--- src/inc/pac_pkg.sv ---
/*
 * Shared constants for the pipelined converter output control block:
 * register map, field positions, reset values, pipeline slicing and modes.
 * Assumes a 32-bit AHB-Lite register bus and a single 20 MHz system clock.
 */
package pac_pkg;

   // Data path
   localparam int          DATA_WIDTH     = 14;
   localparam int          ANALOG_WIDTH   = 16;
   localparam int          LATENCY        = 6;
   localparam int          STAGE_COUNT    = 6;
   localparam int          STAGE_POS [6]  = '{11, 8, 6, 4, 2, 0};
   localparam int          STAGE_BITS [6] = '{3, 3, 2, 2, 2, 2};
   localparam logic signed [15:0] FULL_SCALE_MAX = 16'sh1FFF;
   localparam logic signed [15:0] FULL_SCALE_MIN = -16'sh2000;
   localparam logic [15:0] MIDSCALE       = 16'h2000;

   // Register byte offsets
   localparam logic [7:0] CTRL_OFFSET     = 8'h00;
   localparam logic [7:0] IRQ_STAT_OFFSET = 8'h04;
   localparam logic [7:0] IRQ_EN_OFFSET   = 8'h08;
   localparam logic [7:0] IRQ_CLR_OFFSET  = 8'h0C;
   localparam logic [7:0] SAMPLE_OFFSET   = 8'h10;
   localparam logic [7:0] STATE_OFFSET    = 8'h14;

   // Control register fields
   localparam int         CTRL_SHUTDOWN_SELECT_BIT   = 0;
   localparam int         CTRL_OE_N_BIT   = 1;
   localparam int         CTRL_MODE_LSB   = 2;
   localparam logic [3:0] CTRL_RESET      = 4'h2;

   // Interrupt bits
   localparam int         IRQ_WIDTH       = 2;
   localparam int         IRQ_WORD_BIT    = 0;
   localparam int         IRQ_OVR_BIT     = 1;

   // Sample register layout
   localparam int         SAMPLE_FLAG_BIT = 14;

   // Mode pin levels: ground, 1/3 supply, 2/3 supply, full supply
   localparam logic [1:0] MODE_GND        = 2'h0;
   localparam logic [1:0] MODE_THIRD      = 2'h1;
   localparam logic [1:0] MODE_TWO_THIRDS = 2'h2;
   localparam logic [1:0] MODE_SUPPLY     = 2'h3;

   // AHB encodings
   localparam logic [2:0] HSIZE_WORD      = 3'h2;

   typedef enum logic [3:0] {
      PAC_NORMAL     = 4'b0001,
      PAC_NORMAL_HIZ = 4'b0010,
      PAC_NAP        = 4'b0100,
      PAC_SLEEP      = 4'b1000
   } pac_power_type;

endpackage

--- src/rtl/pac_stage.sv ---
/*
 * One converter pipeline stage: resolves its slice of the code from the
 * residue and merges it into the time-aligned partial word.
 * Assumes the caller advances all stages together and resets synchronously released.
 */
`timescale 1ns/1ps
module pac_stage
   import pac_pkg::*;
#(
   parameter int POS  = 0,
   parameter int BITS = 1
) (
   input  wire logic                  clk_sys,
   input  wire logic                  rst_n,
   input  wire logic                  advance,
   input  wire logic [DATA_WIDTH-1:0] code_in,
   input  wire logic [DATA_WIDTH-1:0] residue_in,
   input  wire logic                  flag_in,
   output logic      [DATA_WIDTH-1:0] code_out,
   output logic      [DATA_WIDTH-1:0] residue_out,
   output logic                       flag_out
);

   localparam logic [DATA_WIDTH-1:0] SLICE_MASK = DATA_WIDTH'((2 ** BITS - 1) << POS);

   always_ff @(posedge clk_sys or negedge rst_n) begin
      if (!rst_n) begin
         code_out    <= '0;
         residue_out <= '0;
         flag_out    <= 1'b0;
      end else if (advance) begin
         code_out    <= code_in | (residue_in & SLICE_MASK);
         residue_out <= residue_in & ~SLICE_MASK;
         flag_out    <= flag_in;
      end
   end

endmodule

--- src/rtl/pac_top.sv ---
/*
 * Digital side of a 14-bit pipelined sampling converter: sample capture,
 * six-cycle pipeline, output format, power modes, AHB-Lite registers, interrupt.
 * Assumes analog_in is a digitised stand-in for the input, synchronous to clk_sys,
 * and a single AHB-Lite master with this slave alone on the bus.
 */
`timescale 1ns/1ps
module pac_top
   import pac_pkg::*;
(
   input  wire logic                    clk_sys,
   input  wire logic                    reset_n,
   input  wire logic [ANALOG_WIDTH-1:0] analog_in,
   input  wire logic                    hsel,
   input  wire logic [31:0]             haddr,
   input  wire logic [1:0]              htrans,
   input  wire logic                    hwrite,
   input  wire logic [2:0]              hsize,
   input  wire logic [31:0]             hwdata,
   input  wire logic                    hready,
   output logic      [31:0]             hrdata,
   output logic                         hreadyout,
   output logic                         hresp,
   output logic      [DATA_WIDTH-1:0]   sample_data_bus,
   output logic                         sample_data_oe_n,
   output logic                         overrange_flag,
   output logic                         overrange_oe_n,
   output logic                         dcs_enable,
   output logic                         irq
);

   logic                    rst_meta;
   logic                    rst_n;
   logic [3:0]              ctrl;
   logic [IRQ_WIDTH-1:0]    irq_stat;
   logic [IRQ_WIDTH-1:0]    irq_en;
   pac_power_type           power;
   pac_power_type           next_power;
   logic                    converting;
   logic                    twos_comp;
   logic [2:0]              fill;
   logic                    word_event;
   logic                    ovr_event;
   logic [IRQ_WIDTH-1:0]    clr_bits;
   logic                    wr_pend;
   logic [7:0]              wr_addr;
   logic                    addr_phase;
   logic [31:0]             next_rdata;
   logic signed [15:0]      held_in;
   logic                    in_over;
   logic [DATA_WIDTH-1:0]   in_code;
   logic [DATA_WIDTH-1:0]   code_chain [STAGE_COUNT+1];
   logic [DATA_WIDTH-1:0]   res_chain  [STAGE_COUNT+1];
   logic                    flag_chain [STAGE_COUNT+1];

   // Reset release through two flops
   always_ff @(posedge clk_sys or negedge reset_n) begin
      if (!reset_n) begin
         rst_meta <= 1'b0;
         rst_n    <= 1'b0;
      end else begin
         rst_meta <= 1'b1;
         rst_n    <= rst_meta;
      end
   end

   // Power mode from the shutdown and output enable bits
   always_comb begin
      unique case ({ctrl[CTRL_SHUTDOWN_SELECT_BIT], ctrl[CTRL_OE_N_BIT]})
         2'b00: next_power = PAC_NORMAL;
         2'b01: next_power = PAC_NORMAL_HIZ;
         2'b10: next_power = PAC_NAP;
         2'b11: next_power = PAC_SLEEP;
      endcase
   end

   always_ff @(posedge clk_sys or negedge rst_n) begin
      if (!rst_n) begin
         power <= PAC_NORMAL_HIZ;
      end else begin
         power <= next_power;
      end
   end

   assign converting = (power == PAC_NORMAL) || (power == PAC_NORMAL_HIZ);

   // Input capture: a synchronous model only sees the frozen value at the edge
   assign held_in = signed'(analog_in);
   assign in_over = (held_in > FULL_SCALE_MAX) || (held_in < FULL_SCALE_MIN);

   always_comb begin
      if (held_in > FULL_SCALE_MAX) begin
         in_code = {DATA_WIDTH{1'b1}};
      end else if (held_in < FULL_SCALE_MIN) begin
         in_code = '0;
      end else begin
         in_code = DATA_WIDTH'(analog_in + MIDSCALE);
      end
   end

   assign code_chain[0] = '0;
   assign res_chain[0]  = in_code;
   assign flag_chain[0] = in_over;

   // Stages hold still in nap and sleep, so the words frozen there come out first on wake
   generate
      for (genvar s = 0; s < STAGE_COUNT; s++) begin : g_stage
         pac_stage #(
            .POS  (STAGE_POS[s]),
            .BITS (STAGE_BITS[s])
         ) u_stage (
            .clk_sys     (clk_sys),
            .rst_n       (rst_n),
            .advance     (converting),
            .code_in     (code_chain[s]),
            .residue_in  (res_chain[s]),
            .flag_in     (flag_chain[s]),
            .code_out    (code_chain[s+1]),
            .residue_out (res_chain[s+1]),
            .flag_out    (flag_chain[s+1])
         );
      end
   endgenerate

   // Mode level decode
   assign twos_comp = (ctrl[CTRL_MODE_LSB +: 2] == MODE_TWO_THIRDS) ||
                      (ctrl[CTRL_MODE_LSB +: 2] == MODE_SUPPLY);

   always_ff @(posedge clk_sys or negedge rst_n) begin
      if (!rst_n) begin
         dcs_enable <= 1'b0;
      end else begin
         dcs_enable <= (ctrl[CTRL_MODE_LSB +: 2] == MODE_THIRD) ||
                       (ctrl[CTRL_MODE_LSB +: 2] == MODE_TWO_THIRDS);
      end
   end

   // Fill count: words only count once the pipe holds real samples
   always_ff @(posedge clk_sys or negedge rst_n) begin
      if (!rst_n) begin
         fill <= '0;
      end else if (converting && fill != 3'(LATENCY)) begin
         fill <= fill + 3'h1;
      end
   end

   // Output word register, the seventh flop level after the input edge
   always_ff @(posedge clk_sys or negedge rst_n) begin
      if (!rst_n) begin
         sample_data_bus <= '0;
         overrange_flag  <= 1'b0;
      end else if (converting) begin
         if (twos_comp) begin
            sample_data_bus <= {~code_chain[STAGE_COUNT][DATA_WIDTH-1],
                                code_chain[STAGE_COUNT][DATA_WIDTH-2:0]};
         end else begin
            sample_data_bus <= code_chain[STAGE_COUNT];
         end
         overrange_flag <= flag_chain[STAGE_COUNT];
      end
   end

   always_ff @(posedge clk_sys or negedge rst_n) begin
      if (!rst_n) begin
         sample_data_oe_n <= 1'b1;
         overrange_oe_n   <= 1'b1;
      end else begin
         sample_data_oe_n <= (power != PAC_NORMAL);
         overrange_oe_n   <= (power != PAC_NORMAL);
      end
   end

   assign word_event = converting && (fill == 3'(LATENCY));
   assign ovr_event  = word_event && flag_chain[STAGE_COUNT];

   // AHB-Lite slave, zero wait states
   assign addr_phase = hsel && hready && htrans[1];

   always_ff @(posedge clk_sys or negedge rst_n) begin
      if (!rst_n) begin
         wr_pend <= 1'b0;
         wr_addr <= '0;
      end else begin
         wr_pend <= addr_phase && hwrite && (hsize == HSIZE_WORD);
         wr_addr <= haddr[7:0];
      end
   end

   always_ff @(posedge clk_sys or negedge rst_n) begin
      if (!rst_n) begin
         ctrl <= CTRL_RESET;
      end else if (wr_pend && wr_addr == CTRL_OFFSET) begin
         ctrl <= hwdata[3:0];
      end
   end

   always_ff @(posedge clk_sys or negedge rst_n) begin
      if (!rst_n) begin
         irq_en <= '0;
      end else if (wr_pend && wr_addr == IRQ_EN_OFFSET) begin
         irq_en <= hwdata[IRQ_WIDTH-1:0];
      end
   end

   assign clr_bits = (wr_pend && wr_addr == IRQ_CLR_OFFSET) ? hwdata[IRQ_WIDTH-1:0] : '0;

   // Set wins over a clear in the same cycle
   always_ff @(posedge clk_sys or negedge rst_n) begin
      if (!rst_n) begin
         irq_stat <= '0;
      end else begin
         irq_stat[IRQ_WORD_BIT] <= word_event | (irq_stat[IRQ_WORD_BIT] & ~clr_bits[IRQ_WORD_BIT]);
         irq_stat[IRQ_OVR_BIT]  <= ovr_event | (irq_stat[IRQ_OVR_BIT] & ~clr_bits[IRQ_OVR_BIT]);
      end
   end

   always_ff @(posedge clk_sys or negedge rst_n) begin
      if (!rst_n) begin
         irq <= 1'b0;
      end else begin
         irq <= |(irq_stat & irq_en);
      end
   end

   // Read data fetched in the address phase so hrdata comes from a flop
   always_comb begin
      next_rdata = '0;
      unique case (haddr[7:0])
         CTRL_OFFSET:     next_rdata[3:0] = ctrl;
         IRQ_STAT_OFFSET: next_rdata[IRQ_WIDTH-1:0] = irq_stat;
         IRQ_EN_OFFSET:   next_rdata[IRQ_WIDTH-1:0] = irq_en;
         SAMPLE_OFFSET:   next_rdata[SAMPLE_FLAG_BIT:0] = {overrange_flag, sample_data_bus};
         STATE_OFFSET:    next_rdata[4:0] = {dcs_enable, power};
         default:         next_rdata = '0;
      endcase
   end

   always_ff @(posedge clk_sys or negedge rst_n) begin
      if (!rst_n) begin
         hrdata <= '0;
      end else if (addr_phase && !hwrite) begin
         hrdata <= next_rdata;
      end
   end

   always_ff @(posedge clk_sys or negedge rst_n) begin
      if (!rst_n) begin
         hreadyout <= 1'b1;
         hresp     <= 1'b0;
      end else begin
         hreadyout <= 1'b1;
         hresp     <= 1'b0;
      end
   end

endmodule

--- config.mk ---
export PLATFORM = sky130hd
export DESIGN_NAME = pac_top
export DESIGN_NICKNAME = d
export VERILOG_FILES = /design/src/inc/pac_pkg.sv /design/src/rtl/pac_stage.sv /design/src/rtl/pac_top.sv
export SDC_FILE = /design/constraint.sdc
export NUM_CORES = 1
export LEC_CHECK = 0
export BUFFER_PORTS_ARGS = -buffer_cell sky130_fd_sc_hd__buf_2
export CAP_MARGIN = 40
export CORE_MARGIN = 5
export CORE_UTILIZATION = 48
export DETAILED_ROUTE_END_ITERATION = 12
export PLACE_DENSITY = 0.75
export SYNTH_ARGS = -nofsm -noshare
export SYNTH_HDL_FRONTEND = slang
export SYNTH_SLANG_ARGS = --single-unit
--- constraint.sdc ---
create_clock -name clk_sys -period 4.7 [get_ports clk_sys]
set_clock_uncertainty 0.05 [all_clocks]
set_input_delay 0.705 -clock clk_sys [delete_from_list [all_inputs] [get_ports clk_sys]]
set_output_delay 0.705 -clock clk_sys [all_outputs]
set_load 0.05 [all_outputs]
==> metrics.md, run 1 <==
| Metric | Value |
|---|---|
| Status | `complete, no violations` |
| Commonest non-fill, non-tap cell in the layout | `nand2_1` |
| Total inserted antenna cells | `0` |
| Layout cells sized above 1 | `16.0%` |
| Critical Path Source Type | `register` |
| Pwr/cell area | `421 mW/mm2` |
| Setup CP Type | `register to register` |
| Dpl cell area | `0.00656 mm2` |
| Ports | `143` |
| Clock-pin slew of the registers on the worst-case setup and hold paths | `~0.060 ns` |
| Clk_lat worst skew | `about 0.42 ns` |
| Hold Vio Cnt, Final | `0` |
| Max IR drop VDD | `298 uV` |
| FILL cells | `1079` |
| Leakage | `0.00365 uW` |
| Post-layout min period | `roughly 2.2 ns` |
| CTS Buf Count | `17` |
| CTS Sinks | `149` |
| Iter 0 DRT Violations | `340` |
| Flop-to-flop setup slack | `about 2.5 ns` |
| Most frequent cells in the layout | `nand2_1, dfrtp_1, buf_2, nor2_1, o21ai_0` |
| Avg Vias per Cell | `4.74` |
| CTS Buffer Depth | `2` |
| FF/Latch Area | `0.00374 mm2` |
| Worst-margin pin slew | `0.837 ns` |
| Launch point of the worst reg-to-reg path | `wr_addr[4]` |
| CP max FO | `5` |
| Post-cts sizing count | `0` |
| Syn Inst Count | `665` |
| Max-slew violation count | `0` |
| Height of the die | `between 100 and 150 um` |
| Tcrit/Tclk final | `47.5%` |
| Port-buffer cells | `70` |
| Post-Route WL | `10700 um` |
| Worst min-delay path class | `register to register` |
| Crit end category | `register` |
| GPL Wtd Cong | `0.764` |
| Max-cap viol count | `0` |
| Initial antenna violation count | `0` |
| Avg Cell Area, Syn | `9.21 um2` |
| Finish-stage setup viols | `0` |
| Library cells used by synthesis | `42` |
| Die W | `123 um` |
| Yosys warning total | `0` |
| RSZ-0062 raised after global routing | `no` |
| FMAX | `0.448 GHz` |
| GR Overflow Total | `0` |
| CTS tree | `built` |
| Multi-input logic area | `0.00217 mm2` |
| Post-DP HPWL | `~7000 um` |
| Setup TNS | `0 ns` |
| Syn-to-layout area delta | `16.6%` |
| First-pass GRT wire length | `18700 um` |
| Seq/Total Area, Yosys | `60.9%` |
| Vias | `roughly 4300` |
| Worst Min Path Start | `rst_meta` |
| H-tree levels | `4` |
| Critical Path AT | `2.48 ns` |
| Data required, critical path | `4.95 ns` |
| FF+latch count, synth | `149` |
| Final net count | `818` |
| Mapped cell area | `0.00612 mm2` |
| Initial Utilization | `around half` |
| Hold Crit Depth | `0` |
| Reg2Reg Depth | `3` |
| Reg2reg end | `ctrl[0]` |
| Design area | `0.00714 mm2` |
| Cell Rows | `41` |
| Pin count of the biggest net entering global routing | `79` |
| Routed len/inst | `between 10 and 15 um` |
| Root Driver | `clkbuf_16` |
| Post-route ant nets | `0` |
| Max-slew headroom | `43.9%` |
| Core ar. | `0.0126 mm2` |
| All-Layer GR Usage | `15.4%` |
| Die area | `0.0151 mm2` |
| First drt pass iteration count | `4` |
| Worst Hold End | `rst_n` |
| Post-route DRC | `0` |
| Vias in the first global route | `4218` |
[critical path, stage by stage (launching register included)]
cell and delay, ns:
dfrtp_1 0.35, or4b_2 0.71, nor3_1 0.60, mux2_2 0.41
[synthesized netlist by cell type]
library cell / number / area, um2
mux2_2: 5 / 56.3
or4_4: 1 / 11.3
nor2_1: 34 / 128
o22a_1: 1 / 8.76
nor3_1: 4 / 20.0
a32oi_1: 1 / 8.76
or4b_2: 1 / 10.0
a21o_1: 1 / 7.51
or4_1: 1 / 7.51
nor2b_1: 3 / 18.8
o31ai_1: 2 / 15.0
xnor2_1: 1 / 8.76
buf_1: 1 / 3.75
inv_1: 4 / 15.0
buf_4: 22 / 165
nor3_4: 1 / 16.3
clkbuf_1: 31 / 116
and4_1: 1 / 8.76
o21ai_0: 33 / 165
nor4bb_1: 1 / 10.0
conb_1: 2 / 7.51
nand2_1: 319 / 1200
a21oi_1: 2 / 10.0
nor4_1: 1 / 6.26
or3_2: 1 / 7.51
and3_1: 1 / 6.26
ha_1: 4 / 50.1
nand4_1: 2 / 12.5
dfrtp_1: 146 / 3650
nand4b_1: 1 / 8.76
mux2i_1: 6 / 60.1
dfstp_2: 3 / 78.8
a22o_1: 12 / 105
xor2_1: 2 / 17.5
nand3b_1: 2 / 15.0
or4b_4: 1 / 13.8
o21a_1: 1 / 7.51
nand2b_1: 1 / 6.26
nor3b_1: 2 / 15.0
and2_1: 2 / 12.5
a211oi_1: 1 / 7.51
a31oi_1: 4 / 25.0
[layout make-up]
class	instances	area share [%]
Multi-Input combinational cell	476	30.4
Clock inverter	8	1.44
Clock buffer	24	6.61
Tap cell	172	3.01
Inverter	4	0.210
Sequential cell	149	52.3
Timing Repair Buffer	76	6.03
[kinds of logic after synthesis]
family	share of synthesized area (%)
simple gates	25.0
flops	60.9
compound gates	5.88
buf+inv	4.90
mux	1.90
fa+ha+maj	0.817
xor+xnor	0.429
other cells	0.123
[layer usage]
layer	wire [um]	vias to the layer above	part of all wire (%)	track usage [%]
met2	4900	122	46	25.2
met4	110	0	1.0	6.09
met3	758	11	7.1	4.30
li1	-	2199	-	-
met1	4950	1979	46	19.6
met5	0	-	0	0
[worst max path at each step]
| stage | slack, ns | to | from |
|---|---|---|---|
| 2_1_floorplan | 0.20 | ctrl[0] | rst_n |
| 3_3_place_gp | 2.16 | hrdata[5] | haddr[1] |
| 3_5_place_dp | 2.11 | hrdata[6] | haddr[1] |
| 4_1_cts | 2.43 | ctrl[0] | wr_addr[4] |
| 5_1_grt | 2.36 | ctrl[0] | wr_addr[4] |
| 6_report | 2.47 | ctrl[0] | wr_addr[4] |
[power breakdown]
group | total (uW) | switching [uW] | internal, uW
clock | 1290 | 483 | 808
combinational | 272 | 188 | 84.6
sequential | 1440 | 66.1 | 1380
total | 3010 | 737 | 2270
[per-stage QoR]
step / instances / hold WS, ns / worst slack, ns / utilization, % / total power, uW
after detailed placement: 876 / 0.291 / 2.11 / 52.2 / 1740
after global routing: 909 / 0.326 / 2.36 / 56.8 / 3140
final: 909 / 0.304 / 2.47 / 56.8 / 3010
after floorplan: 683 / 0.281 / 0.196 / - / 1670
after global placement: 874 / 0.289 / 2.16 / 51.8 / 1720
after CTS: 909 / 0.305 / 2.43 / 56.8 / 3030
[flip-flops by register name, indices dropped and copies added, names as in the netlist, 2 cells and up]
signal                       count
wr_addr                          8
ctrl                             4
hrdata                          15
irq_stat                         2
irq_en                           2
sample_data_bus                 14
g_stage.u_stage.code_out        53
g_stage.u_stage.flag_out         6
g_stage.u_stage.residue_out     31
fill                             3
power                            4
[what timing repair did]
item	4_1_cts	5_1_grt
buffers inserted	0	0
hold buffers	1	0
endpoints found under the hold margin	2	0
(Power assumes the default switching activity.)
==> run 2, diff against run 1 <==
Settings changed: CORE_UTILIZATION 48 to 50.
Clock period 4.7 ns to 2.06 ns, I/O delays scaled along.
==> metrics.md, run 2 (synthesis gave the netlist of run 1 again) <==
| Metric | Value |
|---|---|
| Status | `complete, no violations (unchanged)` |
| FILL cells | `1009 (was 1079)` |
| Max-slew violation count | `0 (unchanged)` |
| Largest stage delay on the critical path | `0.73 ns (was 0.71 ns)` |
| Data required, critical path | `2.31 ns (was 4.95 ns)` |
| Post-route DRC | `0 (unchanged)` |
| Overall Power | `7440 uW (was 3010 uW)` |
| Reg2reg end | `irq_stat[1] (was ctrl[0])` |
| CTS Sinks | `149 (unchanged)` |
| Die area | `0.0146 mm2 (was 0.0151 mm2)` |
| FMAX | `0.502 GHz (was 0.448 GHz)` |
| Initial Utilization | `51.0% (was 48.7%)` |
| Total inserted antenna cells | `0 (unchanged)` |
| Pre-CTS setup slack | `-0.0332 ns (was 2.11 ns)` |
| Post-layout min period | `1.99 ns (was 2.23 ns)` |
| Worst Min Path Start | `haddr[3] (was rst_meta)` |
| Post-DP HPWL | `7170 um (was 7040 um)` |
| Core ar. | `0.0120 mm2 (was 0.0126 mm2)` |
| GPL Wtd Cong | `0.759 (was 0.764)` |
| CTS Buffer Depth | `2 (unchanged)` |
| Syn-to-layout area delta | `20.3% (was 16.6%)` |
| Crit path from | `wr_addr[4] (unchanged)` |
| First-pass GRT wire length | `19300 um (was 18700 um)` |
| Commonest non-fill, non-tap cell in the layout | `nand2_1 (unchanged)` |
| Hold Vio Cnt, Final | `0 (unchanged)` |
| Crit end category | `register (unchanged)` |
| Cell Chain, Critical Path | `or4b_2 -> nor4_1 -> nand4_1 -> a22o_1 (was or4b_2 -> nor3_1 -> mux2_2)` |
| Crit-path slowest cell | `or4b_2 (unchanged)` |
| Die W | `121 um (was 123 um)` |
| Reg2Reg Depth | `4 (was 3)` |
| Worst Hold End | `wr_addr[3] (was rst_n)` |
| Layout cells sized above 1 | `17.3% (was 16.0%)` |
| Flop-to-flop setup slack | `0.07 ns (was 2.47 ns)` |
| Largest registers | `g_stage.u_stage.code_out: 53 flops, g_stage.u_stage.residue_out: 31 flops, hrdata: 15 flops (unchanged)` |
| Finish-stage setup viols | `0 (unchanged)` |
| Port-buffer cells | `70 (unchanged)` |
| Root Driver | `clkbuf_16 (unchanged)` |
| Initial antenna violation count | `0 (unchanged)` |
| Pwr/cell area | `1010 mW/mm2 (was 421 mW/mm2)` |
| CTS Buf Count | `17 (unchanged)` |
| Most frequent cells in the layout | `nand2_1, dfrtp_1, buf_2, nor2_1, o21ai_0 (unchanged)` |
| Worst min-delay path class | `primary input to register (was register to register)` |
| Util after Layout | `61.4% (was 56.8%)` |
| Hold Crit Depth | `1 (was 0)` |
| Reg with most FFs | `g_stage.u_stage.code_out (unchanged)` |
| Leakage | `0.00377 uW (was 0.00365 uW)` |
| Post-Route WL | `11200 um (was 10700 um)` |
| Pin count of the biggest net entering global routing | `58 (was 79)` |
| Final net count | `828 (was 818)` |
| Launch point of the worst reg-to-reg path | `wr_addr[4] (unchanged)` |
| Post-route ant nets | `0 (unchanged)` |
| Avg Vias per Cell | `4.90 (was 4.74)` |
| All-Layer GR Usage | `16.3% (was 15.4%)` |
| Ports | `143 (unchanged)` |
| Height of the die | `121 um (was 123 um)` |
| Critical Path Source Type | `register (unchanged)` |
| Tcrit/Tclk final | `96.7% (was 47.5%)` |
| Iter 0 DRT Violations | `322 (was 340)` |
| Clk_lat worst skew | `0.41 ns (was 0.42 ns)` |
| GR Overflow Total | `0 (unchanged)` |
| Hold WS | `0.0742 ns (was 0.304 ns)` |
| Max reg flops | `53 (unchanged)` |
| Slack of the critical path | `0.0670 ns (was 2.47 ns)` |
| RSZ-0062 raised after global routing | `no (unchanged)` |
| CP max FO | `3 (was 5)` |
| Critical Path AT | `2.24 ns (was 2.48 ns)` |
| Routed len/inst | `12.6 um (was 11.8 um)` |
| CTS tree | `built (unchanged)` |
| Max IR drop VDD | `576 uV (was 298 uV)` |
| Setup CP Type | `register to register (unchanged)` |
| Vias | `4378 (was 4311)` |
| Clock-pin slew of the registers on the worst-case setup and hold paths | `0.06 ns (about the same)` |
| First drt pass iteration count | `4 (unchanged)` |
| Max-cap viol count | `0 (unchanged)` |
| H-tree levels | `4 (unchanged)` |
| Vias in the first global route | `4187 (was 4218)` |
| Cell Rows | `40 (was 41)` |
==> run 2: cell count changes in the layout (fill, tap and decap cells not counted), sizes merged <==
cell,change
clkinv,-1
buf,+5
dlygate4sd3,+5
clkbuf,-4
inv,+1
bufinv,+4
==> run 2: repair_timing <==
item / CTS / global route
setup buffers: 0 / 0
endpoints found under the hold margin: 7 / 0
resized for setup: 0 / 1
hold buffers: 6 / 0
setup endpoints to repair: 0 / 2
==> run 2: worst max-delay path: cells and delay by family, from the launching register on <==
| family | cells | cell delay, ns |
|---|---|---|
| DFF | 1 | 0.35 |
| AOI/OAI and AO/OA | 1 | 0.20 |
| and+or+nand+nor | 3 | 1.28 |
==> run 2: how the worst max path moves through the flow <==
| stage | slack, ns | cells past startpoint | endpoint |
|---|---|---|---|
| finish | 0.07 | 4 | irq_stat[1] |
| floorplan | 0.08 | 3 | ctrl[0] |
| global placement | 0.02 | 6 | hrdata[6] |
| CTS | 0.04 | 4 | ctrl[3] |
| detailed placement | -0.03 | 6 | hrdata[7] |
| global route | 0.02 | 4 | irq_stat[1] |
==> run 2: power breakdown <==
part	internal, uW	switching (uW)
registers	3140	141
clock network	2370	1140
logic	206	438
==> run 2: cell type report <==
class	count	area, um2	area share [%]
clock inverters	12	223	3.02
multi-input cells	476	2170	29.5
inverters	4	15.0	0.204
repair buffers	86	573	7.77
clock buffers	20	467	6.33
well taps	147	184	2.50
flip-flops and latches	149	3740	50.7
==> run 2: through the flow <==
stage / cells / cell area (um2) / setup TNS, ns
floorplan: 683 / 6200 / 0
global placement: 856 / 6620 / 0
detailed placement: 856 / 6620 / -0.238
CTS: 894 / 7370 / 0
global route: 894 / 7370 / 0
finish: 894 / 7370 / 0
==> run 2: layer usage <==
layer / part of all wire [%] / routed length, um / up-vias / global-route usage (%)
met2: 47 / 5250 / 107 / 26.0
met5: 0 / 0 / - / 0
met4: 1.8 / 203 / 0 / 6.16
met1: 46 / 5190 / 2027 / 21.3
met3: 5.4 / 605 / 18 / 4.63
li1: - / - / 2226 / -
